File: src/hdl/lntc_pkg.sv
// Constants shared by the tone control and diagnostic block.
// Assumes a single 50 MHz clock and APB with 32-bit data.
package lntc_pkg;

   // ************************************************************
   // Clock and timing
   // ************************************************************
   localparam int CLK_MHZ = 50;
   localparam int TONE_HZ = 22000;
   localparam int TONE_HALF_CYC = (CLK_MHZ * 1000000) / (2 * TONE_HZ);
   localparam int EXT_START_NS = 1000;
   localparam int EXT_START_CYC = (EXT_START_NS * CLK_MHZ + 999) / 1000;
   localparam int EXT_STOP_US = 60;
   localparam int EXT_STOP_CYC = EXT_STOP_US * CLK_MHZ;
   localparam int ENV_START_US = 6;
   localparam int ENV_START_CYC = ENV_START_US * CLK_MHZ;
   localparam int ENV_STOP_US = 15;
   localparam int ENV_STOP_CYC = ENV_STOP_US * CLK_MHZ;
   localparam int DET_WINDOW_US = 60;
   localparam int DET_WINDOW_CYC = DET_WINDOW_US * CLK_MHZ;
   localparam int CNT_W = 12;

   // ************************************************************
   // Register map (byte addresses)
   // ************************************************************
   localparam logic [7:0] ADDR_CTRL = 8'h00;
   localparam logic [7:0] ADDR_STATUS1 = 8'h04;
   localparam logic [7:0] ADDR_STATUS2 = 8'h08;
   localparam logic [7:0] ADDR_IRQ_STATUS = 8'h0c;
   localparam logic [7:0] ADDR_IRQ_MASK = 8'h10;

   // Control fields
   localparam int CTRL_VSEL_LSB = 0;
   localparam int VSEL_W = 4;
   localparam int CTRL_EXT_BIT = 4;
   localparam int CTRL_TONE_BIT = 5;
   localparam int CTRL_LOWPWR_BIT = 6;
   localparam logic [6:0] CTRL_RESET = 7'h00;

   // Diagnostic vector: low nibble is status 1, high nibble status 2
   localparam int DIAG_W = 8;
   localparam int D_OVERTEMP = 0;
   localparam int D_OVERLOAD = 1;
   localparam int D_OUTLOW = 2;
   localparam int D_PWRLOW = 3;
   localparam int D_TONEQ = 4;
   localparam int D_MINLOAD = 5;
   localparam int D_EXTSRC = 6;
   localparam int D_TONEDET = 7;
   localparam logic [DIAG_W-1:0] LATCH_MASK = 8'h0b;

   typedef enum logic [1:0] {
      TG_IDLE = 2'b00,
      TG_START = 2'b01,
      TG_ON = 2'b11,
      TG_STOP = 2'b10
   } lntc_tone_state_t;

endpackage

File: src/hdl/lntc_tone_if.sv
// Signals between the control core, tone generator and tone detector.
// Assumes all three sit on the same clock.
`timescale 1ns/1ps
interface lntc_tone_if;
   logic toneEnable;
   logic extSelect;
   logic keyIn;
   logic toneWave;
   logic toneActive;
   logic detSense;
   logic tonePresent;

   modport ctrl (output toneEnable, output extSelect, output keyIn, output detSense,
                 input toneWave, input toneActive, input tonePresent);
   modport gen (input toneEnable, input extSelect, input keyIn, output toneWave, output toneActive);
   modport det (input detSense, output tonePresent);
endinterface

File: src/hdl/lntc_core.sv
// Top of the tone control and diagnostic block, with its APB register file.
// Assumes analog monitors present clean synchronous levels on the diag inputs.
`timescale 1ns/1ps
module lntc_core import lntc_pkg::*; (
   input wire logic ref_clk,
   input wire logic rst,
   input wire logic psel,
   input wire logic penable,
   input wire logic pwrite,
   input wire logic [7:0] paddr,
   input wire logic [31:0] pwdata,
   output logic [31:0] prdata,
   output logic pready,
   output logic pslverr,
   input wire logic tone_key_input,
   input wire logic tone_detector_input,
   input wire logic overtempIn,
   input wire logic overloadIn,
   input wire logic outputLowIn,
   input wire logic powerLowIn,
   input wire logic toneQualityIn,
   input wire logic minLoadIn,
   input wire logic externalSourceIn,
   output logic toneOut,
   output logic filter_bypass_drive,
   output logic detected_data_output,
   output logic [VSEL_W-1:0] voltageSelect,
   output logic lowPowerMode,
   output logic fault_pin_o,
   output logic fault_pin_oe,
   output logic irq
);

   // ************************************************************
   // State
   // ************************************************************
   typedef struct packed {
      logic [VSEL_W-1:0] vsel;
      logic external_tone_select;
      logic tone_enable_bit;
      logic low_power_bit;
      logic [DIAG_W-1:0] diag;
      logic [DIAG_W-1:0] irqStat;
      logic [DIAG_W-1:0] irqMask;
      logic [31:0] rdata;
      logic ready;
      logic err;
      logic toneOut;
      logic bypass;
      logic detData;
      logic faultOe;
      logic irq;
   } lntc_core_t;

   lntc_core_t s;
   lntc_core_t next_s;

   lntc_tone_if tone ();

   assign tone.toneEnable = s.tone_enable_bit;
   assign tone.extSelect = s.external_tone_select;
   assign tone.keyIn = tone_key_input;
   assign tone.detSense = tone_detector_input;

   lntc_tone_gen u_gen (
      .ref_clk(ref_clk),
      .rst(rst),
      .tone(tone.gen)
   );

   lntc_tone_detect u_det (
      .ref_clk(ref_clk),
      .rst(rst),
      .det(tone.det)
   );

   // ************************************************************
   // Next state
   // ************************************************************
   logic setup;
   logic access;
   logic wr;
   logic statusRead;
   logic mapped;
   logic [DIAG_W-1:0] cause;
   logic [DIAG_W-1:0] events;

   always_comb begin
      next_s = s;
      setup = psel && !penable;
      access = psel && penable && s.ready;
      wr = access && pwrite;
      mapped = (paddr == ADDR_CTRL) || (paddr == ADDR_STATUS1) || (paddr == ADDR_STATUS2) ||
               (paddr == ADDR_IRQ_STATUS) || (paddr == ADDR_IRQ_MASK);
      statusRead = access && !pwrite && ((paddr == ADDR_STATUS1) || (paddr == ADDR_STATUS2));

      // Raw causes in diagnostic bit order
      cause = '0;
      cause[D_OVERTEMP] = overtempIn;
      cause[D_OVERLOAD] = overloadIn;
      cause[D_OUTLOW] = outputLowIn;
      cause[D_PWRLOW] = powerLowIn;
      cause[D_TONEQ] = toneQualityIn;
      cause[D_MINLOAD] = minLoadIn;
      cause[D_EXTSRC] = externalSourceIn;
      cause[D_TONEDET] = tone.tonePresent;

      // Live bits follow their cause; latched ones drop only on a read with the cause gone
      for (int i = 0; i < DIAG_W; i++) begin
         if (LATCH_MASK[i]) begin
            next_s.diag[i] = cause[i] || (s.diag[i] && !statusRead);
         end else begin
            next_s.diag[i] = cause[i];
         end
      end
      events = next_s.diag & ~s.diag;

      // Zero-wait slave: ready in the first access cycle
      next_s.ready = setup;
      next_s.err = setup && !mapped;
      next_s.rdata = '0;
      if (setup && !pwrite) begin
         case (paddr)
            ADDR_CTRL: begin
               next_s.rdata[CTRL_VSEL_LSB +: VSEL_W] = s.vsel;
               next_s.rdata[CTRL_EXT_BIT] = s.external_tone_select;
               next_s.rdata[CTRL_TONE_BIT] = s.tone_enable_bit;
               next_s.rdata[CTRL_LOWPWR_BIT] = s.low_power_bit;
            end
            ADDR_STATUS1: begin
               next_s.rdata[3:0] = s.diag[3:0];
            end
            ADDR_STATUS2: begin
               next_s.rdata[3:0] = s.diag[7:4];
            end
            ADDR_IRQ_STATUS: begin
               next_s.rdata[DIAG_W-1:0] = s.irqStat;
            end
            ADDR_IRQ_MASK: begin
               next_s.rdata[DIAG_W-1:0] = s.irqMask;
            end
            default: begin
               next_s.rdata = '0;
            end
         endcase
      end

      if (wr && paddr == ADDR_CTRL) begin
         next_s.vsel = pwdata[CTRL_VSEL_LSB +: VSEL_W];
         next_s.external_tone_select = pwdata[CTRL_EXT_BIT];
         next_s.tone_enable_bit = pwdata[CTRL_TONE_BIT];
         next_s.low_power_bit = pwdata[CTRL_LOWPWR_BIT];
      end
      if (wr && paddr == ADDR_IRQ_MASK) begin
         next_s.irqMask = pwdata[DIAG_W-1:0];
      end
      // Write one to clear, but a new event in the same cycle wins
      if (wr && paddr == ADDR_IRQ_STATUS) begin
         next_s.irqStat = (s.irqStat & ~pwdata[DIAG_W-1:0]) | events;
      end else begin
         next_s.irqStat = s.irqStat | events;
      end
      next_s.irq = |(next_s.irqStat & next_s.irqMask);

      next_s.toneOut = tone.toneWave;
      next_s.bypass = tone.toneActive;
      next_s.detData = tone.tonePresent;
      next_s.faultOe = |(next_s.diag & LATCH_MASK);
   end

   always_ff @(posedge ref_clk) begin
      if (rst) begin
         s <= '0;
      end else begin
         s <= next_s;
      end
   end

   // ************************************************************
   // Outputs
   // ************************************************************
   assign prdata = s.rdata;
   assign pready = s.ready;
   assign pslverr = s.err;
   assign toneOut = s.toneOut;
   assign filter_bypass_drive = s.bypass;
   assign detected_data_output = s.detData;
   assign voltageSelect = s.vsel;
   assign lowPowerMode = s.low_power_bit;
   // Open drain only ever pulls low
   assign fault_pin_o = 1'b0;
   assign fault_pin_oe = s.faultOe;
   assign irq = s.irq;

endmodule

File: src/hdl/lntc_tone_gen.sv
// Tone gating and internal 22 kHz generator.
// Assumes the key input is already synchronous to ref_clk.
`timescale 1ns/1ps
module lntc_tone_gen import lntc_pkg::*; (
   input wire logic ref_clk,
   input wire logic rst,
   lntc_tone_if.gen tone
);

   typedef struct packed {
      lntc_tone_state_t state;
      logic [CNT_W-1:0] cnt;
      logic [CNT_W-1:0] half;
      logic phase;
      logic keyPrev;
      logic wave;
      logic active;
   } lntc_gen_t;

   lntc_gen_t s;
   lntc_gen_t next_s;
   logic keyEdge;

   always_comb begin
      next_s = s;
      keyEdge = tone.keyIn ^ s.keyPrev;
      next_s.keyPrev = tone.keyIn;
      next_s.cnt = s.cnt + 1'b1;
      if (!tone.toneEnable) begin
         next_s.state = TG_IDLE;
      end else if (tone.extSelect) begin
         // External waveform: key edges keep the tone alive
         case (s.state)
            TG_IDLE: begin
               next_s.cnt = '0;
               if (keyEdge) begin
                  next_s.state = TG_START;
               end
            end
            TG_START: begin
               if (s.cnt == CNT_W'(EXT_START_CYC - 1)) begin
                  next_s.state = TG_ON;
                  next_s.cnt = '0;
               end
            end
            default: begin
               if (keyEdge) begin
                  next_s.cnt = '0;
               end else if (s.cnt == CNT_W'(EXT_STOP_CYC - 1)) begin
                  next_s.state = TG_IDLE;
               end
            end
         endcase
      end else begin
         // Envelope or continuous: key level gates the internal tone
         case (s.state)
            TG_IDLE: begin
               next_s.cnt = '0;
               if (tone.keyIn) begin
                  next_s.state = TG_START;
               end
            end
            TG_START: begin
               if (!tone.keyIn) begin
                  next_s.state = TG_IDLE;
               end else if (s.cnt == CNT_W'(ENV_START_CYC - 1)) begin
                  next_s.state = TG_ON;
               end
            end
            TG_ON: begin
               next_s.cnt = '0;
               if (!tone.keyIn) begin
                  next_s.state = TG_STOP;
               end
            end
            TG_STOP: begin
               if (tone.keyIn) begin
                  next_s.state = TG_ON;
               end else if (s.cnt == CNT_W'(ENV_STOP_CYC - 1)) begin
                  next_s.state = TG_IDLE;
               end
            end
            default: begin
               next_s.state = TG_IDLE;
            end
         endcase
      end
      // Internal oscillator restarts with each burst so the first cycle is whole
      if (s.active && !tone.extSelect) begin
         if (s.half == CNT_W'(TONE_HALF_CYC - 1)) begin
            next_s.half = '0;
            next_s.phase = ~s.phase;
         end else begin
            next_s.half = s.half + 1'b1;
         end
      end else begin
         next_s.half = '0;
         next_s.phase = 1'b1;
      end
      next_s.active = (next_s.state == TG_ON) || (next_s.state == TG_STOP);
      if (!next_s.active) begin
         next_s.wave = 1'b0;
      end else if (tone.extSelect) begin
         next_s.wave = tone.keyIn;
      end else begin
         next_s.wave = s.phase;
      end
   end

   always_ff @(posedge ref_clk) begin
      if (rst) begin
         s <= '{state: TG_IDLE, cnt: '0, half: '0, phase: 1'b1, keyPrev: 1'b0, wave: 1'b0, active: 1'b0};
      end else begin
         s <= next_s;
      end
   end

   assign tone.toneWave = s.wave;
   assign tone.toneActive = s.active;

endmodule

File: src/hdl/lntc_tone_detect.sv
// Tone presence detector on the squared detector input.
// Assumes an external comparator turns the AC-coupled tone into logic.
`timescale 1ns/1ps
module lntc_tone_detect import lntc_pkg::*; (
   input wire logic ref_clk,
   input wire logic rst,
   lntc_tone_if.det det
);

   typedef struct packed {
      logic prev;
      logic [CNT_W-1:0] quiet;
      logic present;
   } lntc_det_t;

   lntc_det_t s;
   lntc_det_t next_s;

   always_comb begin
      next_s = s;
      next_s.prev = det.detSense;
      // Present while edges keep arriving within the window
      if (det.detSense != s.prev) begin
         next_s.quiet = '0;
         next_s.present = 1'b1;
      end else if (s.quiet == CNT_W'(DET_WINDOW_CYC - 1)) begin
         next_s.present = 1'b0;
      end else begin
         next_s.quiet = s.quiet + 1'b1;
      end
   end

   always_ff @(posedge ref_clk) begin
      if (rst) begin
         s <= '{prev: 1'b0, quiet: '0, present: 1'b0};
      end else begin
         s <= next_s;
      end
   end

   assign det.tonePresent = s.present;

endmodule

File: config.mk
export PLATFORM = sky130hd
export DESIGN_NAME = lntc_core
export DESIGN_NICKNAME = d
export VERILOG_FILES = /design/src/hdl/lntc_pkg.sv /design/src/hdl/lntc_tone_if.sv /design/src/hdl/lntc_core.sv /design/src/hdl/lntc_tone_gen.sv /design/src/hdl/lntc_tone_detect.sv
export SDC_FILE = /design/constraint.sdc
export NUM_CORES = 1
export LEC_CHECK = 0
export BUFFER_PORTS_ARGS = -buffer_cell sky130_fd_sc_hd__buf_2
export CAP_MARGIN = 20
export CORE_ASPECT_RATIO = 1.2
export CORE_MARGIN = 4
export CORE_UTILIZATION = 35
export CTS_CLUSTER_SIZE = 8
export DETAILED_ROUTE_END_ITERATION = 12
export PLACE_DENSITY = 0.55
export REMOVE_ABC_BUFFERS = 1
export SETUP_SLACK_MARGIN = 0.02
export SLEW_MARGIN = 20
export SYNTH_ARGS = -nofsm -noshare
export SYNTH_HDL_FRONTEND = slang
export SYNTH_SLANG_ARGS = --single-unit
File: constraint.sdc
create_clock -name ref_clk -period 2.9 [get_ports ref_clk]
set_clock_uncertainty 0.2 [all_clocks]
set_input_delay 0.435 -clock ref_clk [delete_from_list [all_inputs] [get_ports ref_clk]]
set_output_delay 0.435 -clock ref_clk [all_outputs]
set_load 0.02 [all_outputs]
======== Yosys cells after proc, flatten, opt, wreduce, memory -nomap -nowiden ========
Index checks and enable logic that the tools add are counted.
word-level totals
  flip-flop bits (word level) ............. 114
operators by class
  bitwise gates (word level) .............. 12
  reductions and logical operators ........ 40
  muxes and demuxes ....................... 25
  eq/ne operators ......................... 16
  add/sub/neg operators ................... 3
operator list
  kind                     number
  $add A12 B1 Y12 const B  3
  $mux W12                 3
  $mux W14                 2
  $pmux W14 S2             1
  $and A8 B8 Y8            3
  $eq A12 B12 Y1 const B   2
  $mux W2                  10
  $pmux W4 S5              1
  $eq A8 B4 Y1 const B     2
  $mux W8                  2
  $not A8 Y8               2
  $or A8 B8 Y8             2
  $logic_and A1 B1 Y1      15
  $eq A12 B10 Y1 const B   1
  $eq A12 B11 Y1 const B   1
  $eq A12 B6 Y1 const B    1
  $eq A12 B9 Y1 const B    1
  $reduce_or A2 Y1         5
  $logic_or A1 B1 Y1       9
  $pmux W3 S3              1
  $eq A2 B2 Y1 const B     4
  $eq A8 B3 Y1 const B     1
  $eq A8 B5 Y1 const B     1
  $logic_not A8 Y1         1
  12 further kinds         22

======== Logic depth before layout (Yosys ltp) ========
Gate-level depths: netlist of run 1.
  depth in word-level cells ............... 12
  mapped depth ............................ 8

======== Modules after synthesis ========
A second synthesis of run 1 with hierarchy kept.
second synthesis, totals
  cell total of the unflattened synthesis .. 501
  area total of the unflattened synthesis .. 4,473.0 sq um
modules (own cells, without submodules)
  module            times used  area each (sq um)  cells each
  lntc_core         1           2,188.3            240
  lntc_tone_gen     1           1,619.1            187
  lntc_tone_detect  1           665.6              74

======== Worst setup path before layout of run 1 ========
Ideal clock, no wire load.
  kind .................................... input-to-reg
  from .................................... input paddr[2]
  to ...................................... register s (netlist bit irq)
  arrival time ............................ 1.887 ns
  data required time ...................... 2.575 ns
  slack ................................... 0.688 ns
  buffers on the path ..................... 2
  setup time .............................. 0.125 ns
  cell stages on the path ................. 7
  path through ............................ buf_6 nor3b_4 and4b_1 buf_6 mux2i_1 o22ai_1 o41a_1
on the way
  cells in the longest elaborated chain, start to end .. 11
RTL lines
  item                                          line                                text
  start, declared                               lntc_core.sv:10                     input wire logic [7:0] paddr,
  $eq A8 B3 Y1 or $eq A8 B4 Y1 (tied branches)  lntc_core.sv:95                     statusRead = access && !pwrite && ((paddr == ADDR_STATUS1) || (paddr == ADDR_STATUS2));
  $logic_or A1 B1 Y1                            lntc_core.sv:95
  $logic_and A1 B1 Y1                           lntc_core.sv:95
  $logic_not A1 Y1                              lntc_core.sv:111                    next_s.diag[i] = cause[i] || (s.diag[i] && !statusRead);
  $logic_and A1 B1 Y1                           lntc_core.sv:111
  $logic_or A1 B1 Y1                            lntc_core.sv:111
  $and A8 B8 Y8                                 lntc_core.sv:116                    events = next_s.diag & ~s.diag;
  $or A8 B8 Y8 (on tied branches)               lntc_core.sv:161, lntc_core.sv:159
  $mux W8                                       lntc_core.sv:158                    if (wr && paddr == ADDR_IRQ_STATUS) begin
  $and A8 B8 Y8 (*)                             lntc_core.sv:163                    next_s.irq = |(next_s.irqStat & next_s.irqMask);
  $reduce_or A8 Y1 (*)                          lntc_core.sv:163
  end signal, assigned                          lntc_core.sv:175                    s <= next_s;
  end, declared                                 lntc_core.sv:55                     lntc_core_t s;
Every way passes the cells marked *; elsewhere a longest branch is shown, timed or not.
A chain may end at the register's enable or synchronous reset.

======== Final worst setup path of run 1 ========
  from .................................... register s (netlist bit pready)
  to ...................................... register s (netlist bit irq)
on the way
  cells in the longest elaborated chain, start to end .. 11
RTL lines
  item                               line                                text
  $logic_and A1 B1 Y1 (*)            lntc_core.sv:91                     access = psel && penable && s.ready;
  $logic_and A1 B1 Y1 (2 in series)  lntc_core.sv:95
  $logic_not A1 Y1                   lntc_core.sv:111
  $logic_and A1 B1 Y1                lntc_core.sv:111
  $logic_or A1 B1 Y1                 lntc_core.sv:111
  $and A8 B8 Y8                      lntc_core.sv:116
  $or A8 B8 Y8 (on tied branches)    lntc_core.sv:161, lntc_core.sv:159
  $mux W8                            lntc_core.sv:158
  $and A8 B8 Y8 (*)                  lntc_core.sv:163
  $reduce_or A8 Y1 (*)               lntc_core.sv:163
Marked as above.

==> metrics.cfg, run 1 <==
[outcome]
status=finished, final reports clean

[synthesis]
synthArstFlopShare_pct=0
avgSynthCellArea_um2=9.12
synth_top_area_share_pct=41.9
synthFlopType=dfxtp_1
yosysTopAreaCell=dfxtp_1
syn-cell-area_mm2=0.00425
synth.area.top_cells=dfxtp_1, nor2_1, buf_4
ys_seq_elements=89
synth_cell_types=57
yosys.cell_count.top_type=dfxtp_1
yosysSeqAreaShare_pct=41.9
yosys_warnings=0
netlist_instances=466
ys_top_cells_by_count=dfxtp_1, nor2_1, buf_4
synth-edff-count=0

[hold_path]
worstHoldPathType=primary input to flip-flop
hold_depth=2

[cts]
cts_sinks=89
cts_tree=built
cts_resized=0
clockBufferDepth=2
holdBufCountCts=0
cts_setup_buffers=0
cts.clk_slew.worst_paths_ps=60
cts_root_buf=clkbuf_16
cts_max_level=3
clock_latency_ps=340
cts_buffers=9

[critical_path]
crit_chain=and4_1, and4b_1, buf_4, mux2i_1, o22ai_1, o41a_1
path_delay_family=compound AO/OA/AOI/OAI gates
crit_path_max_fanout=8
cpPeakStageDelay_ps=420
cp_num_cells=6
crit_required_ps=2920
startpoint_type=flip-flop
cp_slowest_cell=o41a_1
path_buf_inv=1
endpoint_kind=flip-flop
reg2reg_depth=6
cp.arrival_ps=2220
criticalPathCategory=flip-flop to flip-flop

[cells_and_area]
n_antenna_cell=0
nNetsFinal=564
num-fill-cells=1233
drive_gt1_share_pct=17.2
fin_area_mm2=0.00478
synthToLayoutAreaGrowth_pct=12.4

[route]
vias_per_cell=4.83
vias=3200
dr.pass1.iters=5
drtIter0Drc=162
drt_wl_total_mm=8.96
top_layer_used=met4
wl_met2_mm=4.06
post_drt_wl_per_cell_um=13.5
route.met3.wl_um=479
postRouteAntennaNets=0
route.detailed.drc=0
met1_length_mm=4.20

[sta]
rsz0062_at_grt=false
report.final.slew_viol_count=0
finalHoldViolations=0
tns_ps=0
tightest_slew_ps=678
setup_viol_count_final=0
fmax_ghz=0.456
slew-limit-headroom_pct=54.4
fin_crit_ps=2190
fin_crit_sh_pct=75.6

[place]
portBuffers=49
dp_hpwl_mm=6.69
place_area_mm2=0.00444
finalWeightedCongestion=0.827

[floorplanning]
die_w_um=109
ios=99
die_y_um=129
die_area_mm2=0.0140
rows=43
start_util_pct=36.2
coreArea_mm2=0.0117

[power]
p_per_area_mw_per_mm2=575
ir_worst_vdd_mv=0.364
p_leak_nw=1.95

[job]
maxCapViolCount=0

[global_routing]
grt_overflow=0
grt_util_all_layers_pct=13.5
grt_pass1_wl_mm=15.1
grt_max_degree=35
antenna_found_initial=0
grt_pass1_vias=3156

==> logic make-up after synthesis <==
logic type | Yosys count | synth area share, %
AOI/OAI and AO/OA | 62 | 9.45
xor gates and xnor gates | 33 | 6.80
other | 1 | 0.0882
DFF | 89 | 41.9
and+or+nand+nor | 173 | 21.3
muxes | 25 | 7.18
adders and majority gates | 9 | 2.65
buffers and inverters | 74 | 10.6
==> through the flow <==
step           std cells  hold slack (ps)  power (mW)  setup slack (ps)  util (%)
2_1_floorplan        438              213        1.41               635         -
3_3_place_gp         647              222        1.48               452      37.8
3_5_place_dp         647              235        1.48               445      37.8
4_1_cts              663              107        2.79               726      40.7
5_1_grt              663              135        2.86               618      40.7
6_report             663              124        2.75               707      40.7
==> state kept, by name, summed over array words and instances, names as in the netlist, 4 cells and up <==
signal         cells
u_gen.s           28
s                 24
voltageSelect      4
prdata             8
u_det.s           13
==> report_power, final <==
group | switching (mW) | total (mW) | internal [mW]
Clock | 0.467 | 1.29 | 0.825
Sequential | 0.0220 | 1.27 | 1.25
Combinational | 0.118 | 0.183 | 0.0647
==> metal layers <==
layer  vias to the layer above  global-route usage (%)
met5                         -                       0
met4                         0                    7.36
met3                        15                    2.71
met2                        85                    20.3
met1                      1485                    18.2
li1                       1615                       -
==> worst paths after layout <==
kind / from / to / slack, ps
worst max-delay path: pready$_SDFF_PP0_ / irq$_SDFF_PP0_ / 710
worst min-delay path: penable / pready$_SDFF_PP0_ / 120
worst max register to register: pready$_SDFF_PP0_ / irq$_SDFF_PP0_ / 710
worst min register to register: u_gen.s[4]$_SDFF_PP0_ / u_gen.s[4]$_SDFF_PP0_ / 240
==> worst reg2reg max path, cell delays in order, from the launching register on <==
cell and delay (ps):
dfxtp_1 360, and4_1 290, and4b_1 210, buf_4 200, mux2i_1 280, o22ai_1 120, o41a_1 420
==> layout make-up <==
class,count,area (um2),share of cell area (%)
Clock buffer,12,267,5.58
Timing Repair Buffer,52,268,5.61
Multi-Input combinational cell,327,2110,44.1
Clock inverter,4,73.8,1.55
Inverter,22,82.6,1.73
Tap cell,157,196,4.11
Sequential cell,89,1780,37.3
==> placed cells by master (no fill, tap or decap), drive strengths merged, types with 16 or more instances in the layout <==
cell / n
conb: 25
a21oi: 17
buf: 52
dfxtp: 89
nand3: 16
inv: 22
nand2: 17
mux2i: 17
nor2: 83
xor2: 19
Note: power is estimated with default switching activity, not from simulation.
==> run 2, diff against run 1 <==
- PLACE_DENSITY: 0.55 -> 0.57
- clock period: 2.9 -> 1.9 ns (I/O delays scaled with it)
==> run 2 against run 1 <==
Effect of this change:
- clock power increased by 40%
- global-route usage grew 0.87 points
- utilization grew 4.7 points
- final cell count up 8.7%
- sequential cell count unchanged
- non-clock buffer count up 58
- the run now ends with negative setup slack left
- register-to-register slack got worse by 860 ps
- critical path type unchanged
- wire length is 11% higher
==> metrics.cfg, run 2 (synthesis gave the netlist of run 1 again) <==
[cells_and_area]
n_antenna_cell=0  ; unchanged
largest_reg_flops=28  ; unchanged
largestRegisters=u_gen.s x28, s x24, u_det.s x13  ; unchanged
mostFrequentLayoutCells=dfxtp_1, nor2_1, buf_4, buf_2, conb_1  ; was dfxtp_1, nor2_1, buf_2, conb_1, inv_1
largest-register=u_gen.s  ; unchanged
num-fill-cells=1182  ; was 1,233
synthToLayoutAreaGrowth_pct=25.4  ; was 12.4%
nNetsFinal=622  ; was 564
multi_input_comb_area_mm2=0.00223  ; was 0.00211 mm2
mostFrequentLayoutCell=dfxtp_1  ; unchanged
regArea_mm2=0.00179  ; was 0.00178 mm2
utilization_pct=45.5  ; was 40.7%
drive_gt1_share_pct=28.4  ; was 17.2%

[critical_path]
path_buf_inv=1  ; unchanged
cp_num_cells=6  ; unchanged
crit_path_max_fanout=4  ; was 8
reg2reg_depth=6  ; unchanged
path_delay_family=compound AO/OA/AOI/OAI gates  ; unchanged
criticalPathCategory=flip-flop to flip-flop  ; unchanged
crit_chain=and4_4, and4b_1, buf_6, mux2i_4, o22ai_1, o41a_1  ; was and4_1, and4b_1, buf_4, mux2i_1, o22ai_1, o41a_1
endpoint_kind=flip-flop  ; unchanged
cp.arrival_ps=2080  ; was 2220 ps
crit_required_ps=1930  ; was 2920 ps
r2r_start=pready$_SDFF_PP0_  ; unchanged
cp_slowest_cell=o41a_1  ; unchanged
reg2reg_slack_ps=-150  ; was 710 ps
startpoint_type=flip-flop  ; unchanged
cpPeakStageDelay_ps=420  ; about the same
r2r_end=irq$_SDFF_PP0_  ; unchanged

[power]
p_per_area_mw_per_mm2=771  ; was 575 mW/mm2
finalPower_mw=4.11  ; was 2.75 mW
p_leak_nw=2.25  ; was 1.95 nW
ir_worst_vdd_mv=0.392  ; was 0.364 mV

[global_routing]
grt_max_degree=24  ; was 35
antenna_found_initial=0  ; unchanged
grt_util_all_layers_pct=14.4  ; was 13.5%
grt_pass1_wl_mm=16.0  ; was 15.1 mm
grt_overflow=0  ; unchanged
grt_pass1_vias=3353  ; was 3,156

[route]
drtIter0Drc=180  ; was 162
post_drt_wl_per_cell_um=13.8  ; was 13.5 um
wl_met2_mm=4.94  ; was 4.06 mm
top_layer_used=met4  ; unchanged
vias=3428  ; was 3,200
route.detailed.drc=0  ; unchanged
postRouteAntennaNets=0  ; unchanged
route.met3.wl_um=336  ; was 479 um
dr.pass1.iters=4  ; was 5
met1_length_mm=4.53  ; was 4.20 mm
drt_wl_total_mm=9.95  ; was 8.96 mm
vias_per_cell=4.75  ; was 4.83

[sta]
fin_crit_sh_pct=108  ; was 75.6%
finalHoldViolations=0  ; unchanged
rsz0062_at_grt=true  ; was false
fin_crit_ps=2050  ; was 2190 ps
fin_ws_ps=-150  ; was 707 ps
report.final.slew_viol_count=0  ; unchanged
setup_viol_count_final=1  ; was 0
whs_ps=9.31  ; was 124 ps
fmax_ghz=0.488  ; was 0.456 GHz

[hold_path]
worstHoldPathType=primary input to flip-flop  ; unchanged
hold_depth=3  ; was 2
hold_start=overtempIn  ; was penable
hold_end=s[55]$_SDFF_PP0_  ; was pready$_SDFF_PP0_

[cts]
cts_sinks=89  ; unchanged
cts_buffers=9  ; unchanged
cts_tree=built  ; unchanged
cts_root_buf=clkbuf_16  ; unchanged
cts_max_level=3  ; unchanged
clockBufferDepth=2  ; unchanged
clock_latency_ps=340  ; about the same
cts.clk_slew.worst_paths_ps=70  ; was 60 ps

[floorplanning]
ios=99  ; unchanged
start_util_pct=36.2  ; unchanged
die_w_um=109  ; unchanged
die_y_um=129  ; unchanged
rows=43  ; unchanged
coreArea_mm2=0.0117  ; unchanged
die_area_mm2=0.0140  ; unchanged

[place]
portBuffers=49  ; unchanged
finalWeightedCongestion=0.857  ; was 0.827
dp_hpwl_mm=7.48  ; was 6.69 mm

[outcome]
status=finished, violations left  ; was finished, final reports clean
violations=negative setup slack

[job]
maxCapViolCount=0  ; unchanged

-- run 2: changes by cell type in the layout (fill, tap and decap cells not counted), moves of 2 or more --
| cell | previous run | this run |
|---|---|---|
| ha_1 | 9 | 6 |
| clkbuf_8 | 3 | 1 |
| buf_4 | 3 | 52 |
| a21oi_1 | 17 | 12 |
| mux2i_1 | 17 | 13 |
| mux2i_4 | 0 | 3 |
| dfxtp_2 | 0 | 5 |
| dlygate4sd3_1 | 0 | 7 |
| dfxtp_1 | 89 | 84 |
| a21oi_2 | 0 | 5 |
| ha_2 | 0 | 2 |
| buf_6 | 0 | 2 |
-- run 2: per-layer routing --
metal / up-vias / global-route usage (%)
met5: - / 0
li1: 1728 / -
met3: 11 / 3.01
met1: 1629 / 18.2
met4: 0 / 5.57
met2: 60 / 23.9
-- run 2: how the worst max path moves through the flow --
stage,startpoint,to
floorplan,pready$_SDFF_PP0_,irq$_SDFF_PP0_
detailed placement,paddr[7],irq$_SDFF_PP0_
finish,pready$_SDFF_PP0_,irq$_SDFF_PP0_
CTS,pready$_SDFF_PP0_,irq$_SDFF_PP0_
global route,pready$_SDFF_PP0_,irq$_SDFF_PP0_
global placement,paddr[7],irq$_SDFF_PP0_
-- run 2: what timing repair did --
| item | CTS | global route |
|---|---|---|
| pin swaps | 2 | 8 |
| hold buffers | 7 | 0 |
| buffers inserted | 2 | 3 |
| endpoints found under the setup margin | 14 | 20 |
| resized for setup | 9 | 24 |
| hold endpoints to repair | 7 | 0 |
-- run 2: stage by stage --
stage               cells  cell area [um2]  setup slack [ps]  setup TNS (ps)
finish                721             5330              -150            -150
global route          721             5330              -209            -264
floorplan             438             3970              -330            -330
global placement      693             4780              -276           -1480
CTS                   718             5200              -163            -163
detailed placement    693             4780              -346           -1790
-- run 2: area by class of cell --
type / instances / area share, %
clock inverter: 6 / 1.24
tap: 157 / 3.68
timing repair buffer: 110 / 13.7
inverter: 22 / 1.55
sequential: 89 / 33.5
multi-input combinational: 327 / 41.8
clock buffer: 10 / 4.48
-- run 2: where the power goes --
part / internal, mW / switching, mW / leakage (nW)
Sequential: 1.91 / 0.0342 / 0.726
Clock: 1.06 / 0.745 / 0.153
Combinational: 0.159 / 0.205 / 1.37
Total: 3.13 / 0.985 / 2.25
-- run 2: worst register-to-register path, stage by stage, from the launching register on --
cell     delay [ps]
dfxtp_2         330
and4_4          230
and4b_1         260
buf_6           160
mux2i_4         240
o22ai_1         100
o41a_1          420
